===== config.mk =====
export PLATFORM = sky130hd
export DESIGN_NAME = csip_top
export DESIGN_NICKNAME = d
export VERILOG_FILES = /design/src/csip_pkg.sv /design/src/csip_stack.sv /design/src/csip_ptr.sv /design/src/csip_top.sv
export SDC_FILE = /design/constraint.sdc
export NUM_CORES = 1
export LEC_CHECK = 0
export BUFFER_PORTS_ARGS = -buffer_cell sky130_fd_sc_hd__buf_2
export CAP_MARGIN = 10
export CORE_MARGIN = 5
export CORE_UTILIZATION = 50
export DETAILED_ROUTE_END_ITERATION = 6
export MAX_ROUTING_LAYER = met4
export PLACE_DENSITY_LB_ADDON = 0.3
export SETUP_SLACK_MARGIN = 0.05
export SYNTH_ARGS = -nofsm -noshare
export SYNTH_HDL_FRONTEND = slang
export SYNTH_HIERARCHICAL = 1
export SYNTH_SLANG_ARGS = --single-unit

===== constraint.sdc =====
create_clock -name i_sys_clk -period 13.1 [get_ports i_sys_clk]
set_input_delay 3.275 -clock i_sys_clk [delete_from_list [all_inputs] [get_ports i_sys_clk]]
set_output_delay 3.275 -clock i_sys_clk [all_outputs]
set_load 0.02 [all_outputs]

===== src/csip_pkg.sv =====
// package: constants and register map of the stack and indirect pointer block
// assumes: shared by csip_stack, csip_ptr and csip_top on one clock
package csip_pkg;
   // return stack geometry
   localparam int STK_WIDTH = 15;
   localparam int STK_DEPTH = 16;
   // pointer geometry and targets
   localparam int PTR_W       = 16;
   localparam int PTR_PM_BIT  = 15;
   localparam int DM_AW       = 12;
   localparam int BANK_BYTES  = 128;
   localparam int GPR_BYTES   = 80;
   localparam int GPR_START   = 32;
   localparam logic [15:0] LIN_BASE  = 16'h2000;
   localparam logic [15:0] LIN_LIMIT = 16'h29B0;
   localparam logic [15:0] DIR_LIMIT = 16'h1000;
   localparam int IND_DW      = 8;
   localparam int PM_DW       = 14;
   localparam int NUM_INSTR   = 49;
   // core context saved around interrupts: w, z/dc/c, bank, pc latch
   localparam int CTX_W       = 23;
   // apb register byte offsets
   localparam logic [7:0] REG_CTRL  = 8'h00;
   localparam logic [7:0] REG_CAUSE = 8'h04;
   localparam logic [7:0] REG_ISTAT = 8'h08;
   localparam logic [7:0] REG_IMASK = 8'h0C;
   localparam logic [7:0] REG_PTR0  = 8'h10;
   localparam logic [7:0] REG_PTR1  = 8'h14;
   localparam logic [7:0] REG_STKST = 8'h18;
   // field positions
   localparam int CTRL_FRST = 0;
   localparam int CAUSE_OVF = 0;
   localparam int CAUSE_UNF = 1;
   localparam int EV_OVF    = 0;
   localparam int EV_UNF    = 1;
   localparam int EV_ENTRY  = 2;
   localparam int EV_PMWR   = 3;
   localparam int NUM_EV    = 4;
   // reset values
   localparam logic       CTRL_RST  = 1'b0;
   localparam logic [3:0] IMASK_RST = 4'h0;
   // indirect access sequencer, gray along idle-acc-xtra-done
   typedef enum logic [1:0] {
      CSIP_IDLE = 2'b00,
      CSIP_ACC  = 2'b01,
      CSIP_XTRA = 2'b11,
      CSIP_DONE = 2'b10
   } csip_state_t;
endpackage : csip_pkg


===== src/csip_stack.sv =====
// return address stack with occupancy count and fault pulses
// assumes: push/pop are one-cycle strobes from the core on i_sys_clk
`timescale 1ns/100ps
`default_nettype none
module csip_stack #(
   parameter int WIDTH = csip_pkg::STK_WIDTH,
   parameter int DEPTH = csip_pkg::STK_DEPTH
) (
   // clock and reset
   input  wire logic                     i_sys_clk,
   input  wire logic                     i_sys_rst,
   input  wire logic                     i_clk_en,
   // stack operations
   input  wire logic                     i_push,
   input  wire logic                     i_pop,
   input  wire logic                     i_clear,
   input  wire logic [WIDTH-1:0]         i_data,
   // state
   output logic      [WIDTH-1:0]         o_top,
   output logic      [$clog2(DEPTH):0]   o_depth,
   output logic                          o_ovf,
   output logic                          o_unf
);
   import csip_pkg::*;
   localparam int CW = $clog2(DEPTH) + 1;
   localparam logic [CW-1:0] FULL = CW'(DEPTH);

   typedef struct packed {
      logic [DEPTH-1:0][WIDTH-1:0] mem;
      logic [CW-1:0]               cnt;
      logic                        ovf;
      logic                        unf;
   } csip_stk_t;

   csip_stk_t s_q, s_d;

   // push beats pop when both arrive; a faulting op leaves the stack untouched
   always_comb begin
      s_d     = s_q;
      s_d.ovf = 1'b0;
      s_d.unf = 1'b0;
      if (i_clear) begin
         s_d.cnt = '0;
      end else if (i_push) begin
         if (s_q.cnt == FULL) begin
            s_d.ovf = 1'b1;
         end else begin
            s_d.mem[s_q.cnt[CW-2:0]] = i_data;
            s_d.cnt = s_q.cnt + 1'b1;
         end
      end else if (i_pop) begin
         if (s_q.cnt == '0) begin
            s_d.unf = 1'b1;
         end else begin
            s_d.cnt = s_q.cnt - 1'b1;
         end
      end
   end

   always_ff @(posedge i_sys_clk or posedge i_sys_rst) begin
      if (i_sys_rst) begin
         s_q <= '0;
      end else if (i_clk_en) begin
         s_q <= s_d;
      end
   end

   // empty stack shows entry zero; caller must not rely on it
   assign o_top   = (s_q.cnt == '0) ? s_q.mem[0] : s_q.mem[s_q.cnt[CW-2:0] - 1'b1];
   assign o_depth = s_q.cnt;
   assign o_ovf   = s_q.ovf;
   assign o_unf   = s_q.unf;
endmodule : csip_stack
`default_nettype wire


===== src/csip_ptr.sv =====
// one indirect pointer register with its target decode
// assumes: load sources are already prioritised by the caller
`timescale 1ns/100ps
`default_nettype none
module csip_ptr (
   // clock and reset
   input  wire logic                       i_sys_clk,
   input  wire logic                       i_sys_rst,
   input  wire logic                       i_clk_en,
   // update
   input  wire logic                       i_load,
   input  wire logic [csip_pkg::PTR_W-1:0] i_val,
   input  wire logic                       i_add,
   input  wire logic [csip_pkg::PTR_W-1:0] i_off,
   // value and decode
   output logic      [csip_pkg::PTR_W-1:0] o_val,
   output logic                            o_is_pm,
   output logic                            o_unimpl,
   output logic      [csip_pkg::DM_AW-1:0] o_dm_addr,
   output logic      [14:0]                o_pm_addr
);
   import csip_pkg::*;

   typedef struct packed {
      logic [PTR_W-1:0] val;
   } csip_ptr_t;

   csip_ptr_t p_q, p_d;
   logic [PTR_W-1:0] lin_off;
   logic [PTR_W-1:0] lin_bank;
   logic [PTR_W-1:0] lin_idx;

   // full 16-bit register, arithmetic wraps
   always_comb begin
      p_d = p_q;
      if (i_load) begin
         p_d.val = i_val;
      end else if (i_add) begin
         p_d.val = p_q.val + i_off;
      end
   end

   always_ff @(posedge i_sys_clk or posedge i_sys_rst) begin
      if (i_sys_rst) begin
         p_q <= '0;
      end else if (i_clk_en) begin
         p_q <= p_d;
      end
   end

   // linear window packs the 80-byte gpr slices of each bank end to end
   always_comb begin
      lin_off   = p_q.val - LIN_BASE;
      lin_bank  = lin_off / PTR_W'(GPR_BYTES);
      lin_idx   = lin_off % PTR_W'(GPR_BYTES);
      o_is_pm   = p_q.val[PTR_PM_BIT];
      o_pm_addr = p_q.val[14:0];
      o_unimpl  = 1'b0;
      o_dm_addr = p_q.val[DM_AW-1:0];
      if (!o_is_pm && p_q.val >= DIR_LIMIT) begin
         if (p_q.val >= LIN_BASE && p_q.val < LIN_LIMIT) begin
            o_dm_addr = {lin_bank[4:0], 7'(lin_idx + PTR_W'(GPR_START))};
         end else begin
            o_unimpl = 1'b1;
         end
      end
   end
   assign o_val = p_q.val;
endmodule : csip_ptr
`default_nettype wire


===== src/csip_top.sv =====
// core support: return stack, interrupt context shadows, two indirect pointers
// assumes: core, data memory and program memory share i_sys_clk; apb master
// What this block does
// - a return stack holds sixteen fifteen-bit return addresses.
// - stack overflow and underflow each set their own flag in the reset cause register.
// - with the fault reset option on, a stack fault also requests a device reset.
// - interrupt entry copies core registers into shadows and return restores them.
// - two independent sixteen-bit indirect pointers exist.
// - each pointer reaches every file register and program memory.
// - an indirect access to program memory takes one extra cycle.
// - general purpose memory is also reachable through a linear address window.
// - pointer load and offset operations of the core instruction set are served.
// - pointer bit 15 steers the indirect access to program memory.
// - an indirect program memory read returns the low eight bits of the word.
// - indirect writes aimed at program memory are dropped.
//
// Implementation choices: the address map and the APB slave port.
`timescale 1ns/100ps
`default_nettype none
module csip_top (
   // clock, reset, enable
   input  wire logic                        i_sys_clk,
   input  wire logic                        i_sys_rst,
   input  wire logic                        i_clk_en,
   // apb slave
   input  wire logic                        i_psel,
   input  wire logic                        i_penable,
   input  wire logic                        i_pwrite,
   input  wire logic [7:0]                  i_paddr,
   input  wire logic [31:0]                 i_pwdata,
   output logic      [31:0]                 o_prdata,
   output logic                             o_pready,
   output logic                             o_pslverr,
   output logic                             o_irq,
   // return stack from the core
   input  wire logic                        i_push,
   input  wire logic                        i_pop,
   input  wire logic [csip_pkg::STK_WIDTH-1:0] i_ret_addr,
   output logic      [csip_pkg::STK_WIDTH-1:0] o_ret_addr,
   output logic                             o_soft_reset,
   // interrupt context
   input  wire logic                        i_int_entry,
   input  wire logic                        i_int_return,
   input  wire logic [csip_pkg::CTX_W-1:0]  i_ctx,
   output logic                             o_ctx_valid,
   output logic      [csip_pkg::CTX_W-1:0]  o_ctx,
   // pointer operations from the decoder
   input  wire logic                        i_ptr_sel,
   input  wire logic                        i_ptr_load,
   input  wire logic                        i_ptr_add,
   input  wire logic [csip_pkg::PTR_W-1:0]  i_ptr_val,
   output logic      [csip_pkg::PTR_W-1:0]  o_ptr0,
   output logic      [csip_pkg::PTR_W-1:0]  o_ptr1,
   // indirect data port request
   input  wire logic                        i_ind_req,
   input  wire logic                        i_ind_sel,
   input  wire logic                        i_ind_we,
   input  wire logic [csip_pkg::IND_DW-1:0] i_ind_wdata,
   output logic                             o_ind_busy,
   output logic                             o_ind_ack,
   output logic      [csip_pkg::IND_DW-1:0] o_ind_rdata,
   // data memory port, read data valid while strobe is high
   output logic      [csip_pkg::DM_AW-1:0]  o_dm_addr,
   output logic                             o_dm_re,
   output logic                             o_dm_we,
   output logic      [csip_pkg::IND_DW-1:0] o_dm_wdata,
   input  wire logic [csip_pkg::IND_DW-1:0] i_dm_rdata,
   // program memory read port
   output logic      [14:0]                 o_pm_addr,
   output logic                             o_pm_re,
   input  wire logic [csip_pkg::PM_DW-1:0]  i_pm_rdata
);
   import csip_pkg::*;

   typedef struct packed {
      logic                ctrl_frst;
      logic                cause_ovf;
      logic                cause_unf;
      logic [NUM_EV-1:0]   istat;
      logic [NUM_EV-1:0]   imask;
      logic [31:0]         prdata;
      logic                perr;
      logic [CTX_W-1:0]    sh_ctx;
      logic [PTR_W-1:0]    sh_p0;
      logic [PTR_W-1:0]    sh_p1;
      logic                ctx_vld;
      logic [CTX_W-1:0]    ctx;
      csip_state_t         st;
      logic                a_we;
      logic                a_pm;
      logic                a_unimpl;
      logic [IND_DW-1:0]   a_wdata;
      logic [DM_AW-1:0]    a_dm;
      logic [14:0]         a_pm_addr;
      logic [IND_DW-1:0]   rdata;
      logic                srst;
   } csip_top_t;

   csip_top_t r_q, r_d;

   // submodule wires
   logic [PTR_W-1:0]          p_val [2];
   logic                      p_pm [2];
   logic                      p_un [2];
   logic [DM_AW-1:0]          p_dm [2];
   logic [14:0]               p_pma [2];
   logic [1:0]                p_load;
   logic [1:0]                p_add;
   logic [PTR_W-1:0]          p_new [2];
   logic [$clog2(STK_DEPTH):0] stk_depth;
   logic                      stk_ovf;
   logic                      stk_unf;
   logic                      fault;
   logic                      apb_setup;
   logic                      apb_wr;
   logic                      apb_rd;
   logic [NUM_EV-1:0]         ev;

   assign apb_setup = i_psel && !i_penable;
   assign apb_wr    = i_psel && i_penable && i_pwrite;
   assign apb_rd    = i_psel && i_penable && !i_pwrite;
   assign fault     = stk_ovf || stk_unf;

   csip_stack #(
      .WIDTH (STK_WIDTH),
      .DEPTH (STK_DEPTH)
   ) u_stack (
      .i_sys_clk (i_sys_clk),
      .i_sys_rst (i_sys_rst),
      .i_clk_en  (i_clk_en),
      .i_push    (i_push),
      .i_pop     (i_pop),
      .i_clear   (r_q.srst),
      .i_data    (i_ret_addr),
      .o_top     (o_ret_addr),
      .o_depth   (stk_depth),
      .o_ovf     (stk_ovf),
      .o_unf     (stk_unf)
   );

   // pointer load priority: context restore, then core, then software
   always_comb begin
      for (int i = 0; i < 2; i++) begin
         p_load[i] = 1'b0;
         p_add[i]  = 1'b0;
         p_new[i]  = i_ptr_val;
         if (i_int_return) begin
            p_load[i] = 1'b1;
            p_new[i]  = (i == 0) ? r_q.sh_p0 : r_q.sh_p1;
         end else if (i_ptr_sel == 1'(i) && (i_ptr_load || i_ptr_add)) begin
            p_load[i] = i_ptr_load;
            p_add[i]  = !i_ptr_load;
         end else if (apb_wr && i_paddr == (i == 0 ? REG_PTR0 : REG_PTR1)) begin
            p_load[i] = 1'b1;
            p_new[i]  = i_pwdata[PTR_W-1:0];
         end
      end
   end

   genvar g;
   generate
      for (g = 0; g < 2; g++) begin : g_ptr
         csip_ptr u_ptr (
            .i_sys_clk (i_sys_clk),
            .i_sys_rst (i_sys_rst),
            .i_clk_en  (i_clk_en),
            .i_load    (p_load[g]),
            .i_val     (p_new[g]),
            .i_add     (p_add[g]),
            .i_off     (i_ptr_val),
            .o_val     (p_val[g]),
            .o_is_pm   (p_pm[g]),
            .o_unimpl  (p_un[g]),
            .o_dm_addr (p_dm[g]),
            .o_pm_addr (p_pma[g])
         );
      end
   endgenerate

   // event sources feeding the sticky status bits
   always_comb begin
      ev           = '0;
      ev[EV_OVF]   = stk_ovf;
      ev[EV_UNF]   = stk_unf;
      ev[EV_ENTRY] = i_int_entry;
      ev[EV_PMWR]  = (r_q.st == CSIP_ACC) && r_q.a_pm && r_q.a_we;
   end

   // main next-state logic
   always_comb begin
      r_d         = r_q;
      r_d.ctx_vld = 1'b0;
      r_d.srst    = 1'b0;

      // stack faults: flag always, reset only when enabled
      if (fault && r_q.ctrl_frst) begin
         r_d.srst = 1'b1;
      end

      // shadows copy on entry, hand back on return
      if (i_int_entry) begin
         r_d.sh_ctx = i_ctx;
         r_d.sh_p0  = p_val[0];
         r_d.sh_p1  = p_val[1];
      end else if (i_int_return) begin
         r_d.ctx     = r_q.sh_ctx;
         r_d.ctx_vld = 1'b1;
      end

      // indirect access sequencer
      case (r_q.st)
         CSIP_IDLE: begin
            if (i_ind_req) begin
               r_d.st        = CSIP_ACC;
               r_d.a_we      = i_ind_we;
               r_d.a_wdata   = i_ind_wdata;
               r_d.a_pm      = p_pm[i_ind_sel];
               r_d.a_unimpl  = p_un[i_ind_sel];
               r_d.a_dm      = p_dm[i_ind_sel];
               r_d.a_pm_addr = p_pma[i_ind_sel];
            end
         end
         CSIP_ACC: begin
            if (r_q.a_pm) begin
               r_d.st = CSIP_XTRA;
            end else begin
               r_d.st    = CSIP_DONE;
               r_d.rdata = r_q.a_unimpl ? '0 : i_dm_rdata;  // unmapped reads as zero
            end
         end
         CSIP_XTRA: begin
            r_d.st    = CSIP_DONE;
            r_d.rdata = i_pm_rdata[IND_DW-1:0];
         end
         CSIP_DONE: begin
            r_d.st = CSIP_IDLE;
         end
         default: begin
            r_d.st = CSIP_IDLE;
         end
      endcase

      // apb: read data captured in setup, answered in the access phase
      if (apb_setup) begin
         r_d.prdata = '0;
         r_d.perr   = 1'b0;
         case (i_paddr)
            REG_CTRL:  r_d.prdata[CTRL_FRST] = r_q.ctrl_frst;
            REG_CAUSE: begin
               r_d.prdata[CAUSE_OVF] = r_q.cause_ovf;
               r_d.prdata[CAUSE_UNF] = r_q.cause_unf;
            end
            REG_ISTAT: r_d.prdata[NUM_EV-1:0] = r_q.istat;
            REG_IMASK: r_d.prdata[NUM_EV-1:0] = r_q.imask;
            REG_PTR0:  r_d.prdata[PTR_W-1:0]  = p_val[0];
            REG_PTR1:  r_d.prdata[PTR_W-1:0]  = p_val[1];
            REG_STKST: r_d.prdata[$bits(stk_depth)-1:0] = stk_depth;
            default:   r_d.perr = 1'b1;
         endcase
      end
      if (apb_wr) begin
         case (i_paddr)
            REG_CTRL:  r_d.ctrl_frst = i_pwdata[CTRL_FRST];
            REG_CAUSE: begin
               // write one clears
               if (i_pwdata[CAUSE_OVF]) r_d.cause_ovf = 1'b0;
               if (i_pwdata[CAUSE_UNF]) r_d.cause_unf = 1'b0;
            end
            REG_IMASK: r_d.imask = i_pwdata[NUM_EV-1:0];
            default: ;
         endcase
      end
      if (apb_rd && i_paddr == REG_ISTAT) begin
         r_d.istat = r_q.istat & ~r_q.prdata[NUM_EV-1:0]; // clears what it returned
      end

      // hardware sets come last so a simultaneous clear never loses an event
      if (stk_ovf) r_d.cause_ovf = 1'b1;
      if (stk_unf) r_d.cause_unf = 1'b1;
      r_d.istat = r_d.istat | ev;
   end

   // cause flags survive the stack-fault reset; only the stack is cleared
   always_ff @(posedge i_sys_clk or posedge i_sys_rst) begin
      if (i_sys_rst) begin
         r_q           <= '0;
         r_q.st        <= CSIP_IDLE;
         r_q.ctrl_frst <= CTRL_RST;
         r_q.imask     <= IMASK_RST;
      end else if (i_clk_en) begin
         r_q <= r_d;
      end
   end

   // outputs
   assign o_prdata     = r_q.prdata;
   assign o_pready     = 1'b1;                              // no wait states
   assign o_pslverr    = i_psel && i_penable && r_q.perr;
   assign o_irq        = |(r_q.istat & r_q.imask);
   assign o_soft_reset = r_q.srst;
   assign o_ctx_valid  = r_q.ctx_vld;
   assign o_ctx        = r_q.ctx;
   assign o_ptr0       = p_val[0];
   assign o_ptr1       = p_val[1];
   assign o_ind_busy   = (r_q.st != CSIP_IDLE) && (r_q.st != CSIP_DONE);
   assign o_ind_ack    = (r_q.st == CSIP_DONE);
   assign o_ind_rdata  = r_q.rdata;
   assign o_dm_addr    = r_q.a_dm;
   assign o_dm_wdata   = r_q.a_wdata;
   assign o_dm_re      = (r_q.st == CSIP_ACC) && !r_q.a_pm && !r_q.a_we && !r_q.a_unimpl;
   // program memory is never written through a pointer
   assign o_dm_we      = (r_q.st == CSIP_ACC) && !r_q.a_pm && r_q.a_we
                         && !r_q.a_unimpl;
   assign o_pm_addr    = r_q.a_pm_addr;
   assign o_pm_re      = (r_q.st == CSIP_XTRA) && !r_q.a_we;
endmodule : csip_top
`default_nettype wire


==> flow_summary.json <==
{
  "fmax_mhz": 119,
  "peakVddDrop_mv": 0.247,
  "worst_ep_required_time_ps": 13550,
  "detailroute.via_count": 21900,
  "nNetsFinal": 2932,
  "ys_warn_count": 6,
  "tightest_slew_ps": 1300,
  "grt_pass1_wl_mm": 124,
  "final.setup.tns_ps": 0,
  "die_y_microns": 245,
  "synthCells": 2730,
  "track_usage_pct": 26.6,
  "vias_per_cell": 6.25,
  "power_leakage_nw": 13.3,
  "crit_cells": 24,
  "async_reset_ff_share_pct": 100,
  "dp_slack_ps": 4840,
  "synth_cell_types": 135,
  "dieArea_sq_um": 59800,
  "min_period_ps": 8420,
  "internal_power_w": 0.00507,
  "core_area_sq_um": 54800,
  "worst_skew_pair.late_latency_ps": 620,
  "holdBufCountCts": 0,
  "seqPwrFrac_pct": 23.0,
  "routedWlPerCell_microns": 22.9,
  "drtPass1Iterations": 5,
  "fillers": 4785,
  "ys.flop_type": "dfrtp_1",
  "p_comb_share_pct": 61.8,
  "clock_power_share_pct": 15.2,
  "slew_headroom_pct": 13.4,
  "cts_setup_buffers": 0,
  "netSwitchingFraction_pct": 47.5,
  "hold_viol_final": 0,
  "io_pins": 295,
  "io_buffers": 255,
  "ys_seq_area_share_pct": 39.6,
  "synth_seq_cells": 435,
  "die_x_microns": 245,
  "synth-edff-count": 0,
  "cts_buffers": 49,
  "finalClockSkew_ps": 20.8,
  "rsz0062_at_grt": "false",
  "routabilityCongestion": 0.917,
  "reg2reg_depth": 24,
  "max_cap_viol_count": 0,
  "worstSetupPathType": "flip-flop to flip-flop",
  "drive_gt1_share_pct": 30.7,
  "hpwl_mm": 53.7,
  "setup_viol": 0,
  "cp_max_fo": 23,
  "cp-end-kind": "flip-flop",
  "status": "finished, final reports clean",
  "p_sw_w": 0.00459,
  "rows": 86,
  "syn_area_sq_um": 27500,
  "drc": 0,
  "htreeDepth": 2,
  "cp_num_buf_inv": 1,
  "grt_max_degree": 160,
  "antenna_found_initial": 10,
  "drt-initial-drc-count": 2009,
  "setup_ws_ps": 4680,
  "hold_class": "flip-flop to flip-flop",
  "fin_crit_sh_pct": 64.3,
  "grt_overflow": 0,
  "syn2layout_area_growth_pct": 8.60,
  "clockBufferDepth": 3,
  "wirelength_mm": 80.2,
  "clk_pin_slew_worst_paths_ps": 60,
  "cts_tree": "done",
  "syn-mean-instance-area_sq_um": 10.1,
  "cpMaxStageDelayCell": "dfrtp_1",
  "post_cts_resized": 0,
  "powerDensity_nw_per_um2": 323,
  "cp-start-kind": "flip-flop",
  "numClockSinks": 435,
  "clockRootBuffer": "clkbuf_16",
  "cp_top_family": "simple AND/OR/NAND/NOR gates",
  "grt_pass1_vias": 21800,
  "critical_path.cell_chain": "clkinv_1, ha_1, xnor2_2, nor2_1, a211o_1, nand4_1, a2bb2oi_2, nor4_1, a41o_1, nor3_2, a31oi_1, nor3_1, nand2_1, and2_1, nor4_4, maj3_4, a21o_1, a32oi_1, or4_4, a21o_1, and2_1, xor2_1, mux2i_1, a21oi_1",
  "slowest_delay_ps": 850,
  "start_util_pct": 50.2,
  "ant_nets": 0,
  "drv_slew": 0,
  "worstPathArrival_ps": 8870,
  "holdPathStages": 2
}
[area by class of cell]
class	count	area [sq um]	area share, %
clock buffers	66	1400	4.69
flip-flops and latches	435	10900	36.5
repair buffers	290	1540	5.15
inverters	56	223	0.746
clock inverters	24	340	1.14
diodes	7	17.5	0.0587
well taps	704	881	2.95
multi-input cells	1916	14600	48.8
[cell families after synthesis]
logic type	share of synthesized area, %
AND/OR/NAND/NOR	14.1
AO/OA/AOI/OAI	15.7
flip-flops	39.6
multiplexers	18.8
buffers and inverters	7.86
adder cells (fa/ha/maj)	2.40
XOR/XNOR	1.48
other	0.0273
[per-layer routing]
| layer | track usage, % | vias to the layer above | part of all wire [%] |
|---|---|---|---|
| met3 | 3.97 | 166 | 6.7 |
| met2 | 42.2 | 825 | 47 |
| met5 | - | - | 0 |
| met4 | 8.83 | 0 | 3.5 |
| met1 | 35.4 | 11000 | 42 |
| li1 | - | 9841 | - |
[per-stage QoR]
stage | util (%) | power (W) | hold WS (ps) | instances | cell area [sq um]
5_1_grt | 54.5 | 0.0103 | 508 | 3497 | 29900
2_1_floorplan | - | 0.00694 | 451 | 2745 | 27600
3_5_place_dp | 51.3 | 0.00809 | 466 | 3401 | 28100
3_3_place_gp | 51.3 | 0.00794 | 458 | 3401 | 28100
6_report | 54.5 | 0.00966 | 477 | 3498 | 29900
4_1_cts | 54.5 | 0.00960 | 479 | 3491 | 29800
[sequential cells by signal, indices dropped and copies added (netlist names)]
signal / count
g_ptr.u_ptr/o_val: 32
o_ctx: 23
o_ctx_valid: 1
o_dm_addr: 12
o_dm_wdata: 8
o_ind_rdata: 8
o_pm_addr: 15
o_prdata: 16
o_soft_reset: 1
r_q: 72
u_stack/o_depth: 5
u_stack/o_ovf: 1
u_stack/o_unf: 1
u_stack/s_q: 240
[worst paths after layout]
| kind | startpoint | to | slack, ps |
|---|---|---|---|
| worst max-delay path | g_ptr[0].u_ptr/o_val[13] | o_dm_addr[4] | 4680 |
| max in group asynchronous | i_sys_rst | u_stack/s_q[17] | 8360 |
| worst min register to register | o_prdata[15] | o_prdata[15] | 480 |
| worst min-delay path | o_prdata[15] | o_prdata[15] | 480 |
| min in group asynchronous | i_sys_rst | o_pm_addr[8] | 2790 |
| worst max register to register | g_ptr[0].u_ptr/o_val[13] | o_dm_addr[4] | 4680 |
[synthesized netlist by cell type, types with 41 or more instances]
master / count / share of area, %
nor2_1: 233 / 3.2
buf_4: 145 / 4.0
ha_1: 41 / 1.9
dfrtp_1: 435 / 40
nand3_1: 57 / 1.0
inv_1: 55 / 0.75
buf_2: 60 / 1.1
a21oi_1: 142 / 2.6
mux2i_1: 62 / 2.3
nand2_1: 227 / 3.1
clkbuf_1: 115 / 1.6
mux2_2: 332 / 14
a31oi_1: 42 / 0.96
o21ai_0: 80 / 1.5
[power by group through the flow]
| stage | logic (W) | clock network [W] | registers, W |
|---|---|---|---|
| after global routing | 0.00645 | 0.00155 | 0.00228 |
| after detailed placement | 0.00586 | 0 | 0.00223 |
| after global placement | 0.00575 | 0 | 0.00219 |
| after CTS | 0.00589 | 0.00150 | 0.00221 |
| after floorplan | 0.00486 | 0 | 0.00209 |
| final | 0.00597 | 0.00147 | 0.00222 |
[placed cells by master, fill, tap and decap left out, types with 22 or more instances in the layout]
cell type,count
dfrtp_1,434
mux2_2,332
buf_2,255
nor2_1,231
nand2_1,226
a21oi_1,142
o21ai_0,80
mux2i_1,62
nand3_1,57
inv_1,53
clkbuf_16,49
a31oi_1,42
ha_1,41
buf_4,35
nor3_1,34
a221o_1,34
mux4_2,32
nor2b_1,31
nand2b_1,29
xnor2_1,29
a211oi_1,27
a32oi_1,23
a22oi_1,22
[worst reg2reg max path: cells and delay by family, from the launching register on]
family | cells | cell delay (ps)
AND/OR/NAND/NOR | 10 | 3450
AO/OA/AOI/OAI | 8 | 1860
flip-flops | 1 | 850
adder cells (fa/ha/maj) | 2 | 770
XOR/XNOR | 2 | 670
buffers and inverters | 1 | 550
multiplexers | 1 | 140
(Power assumes the default switching activity.)
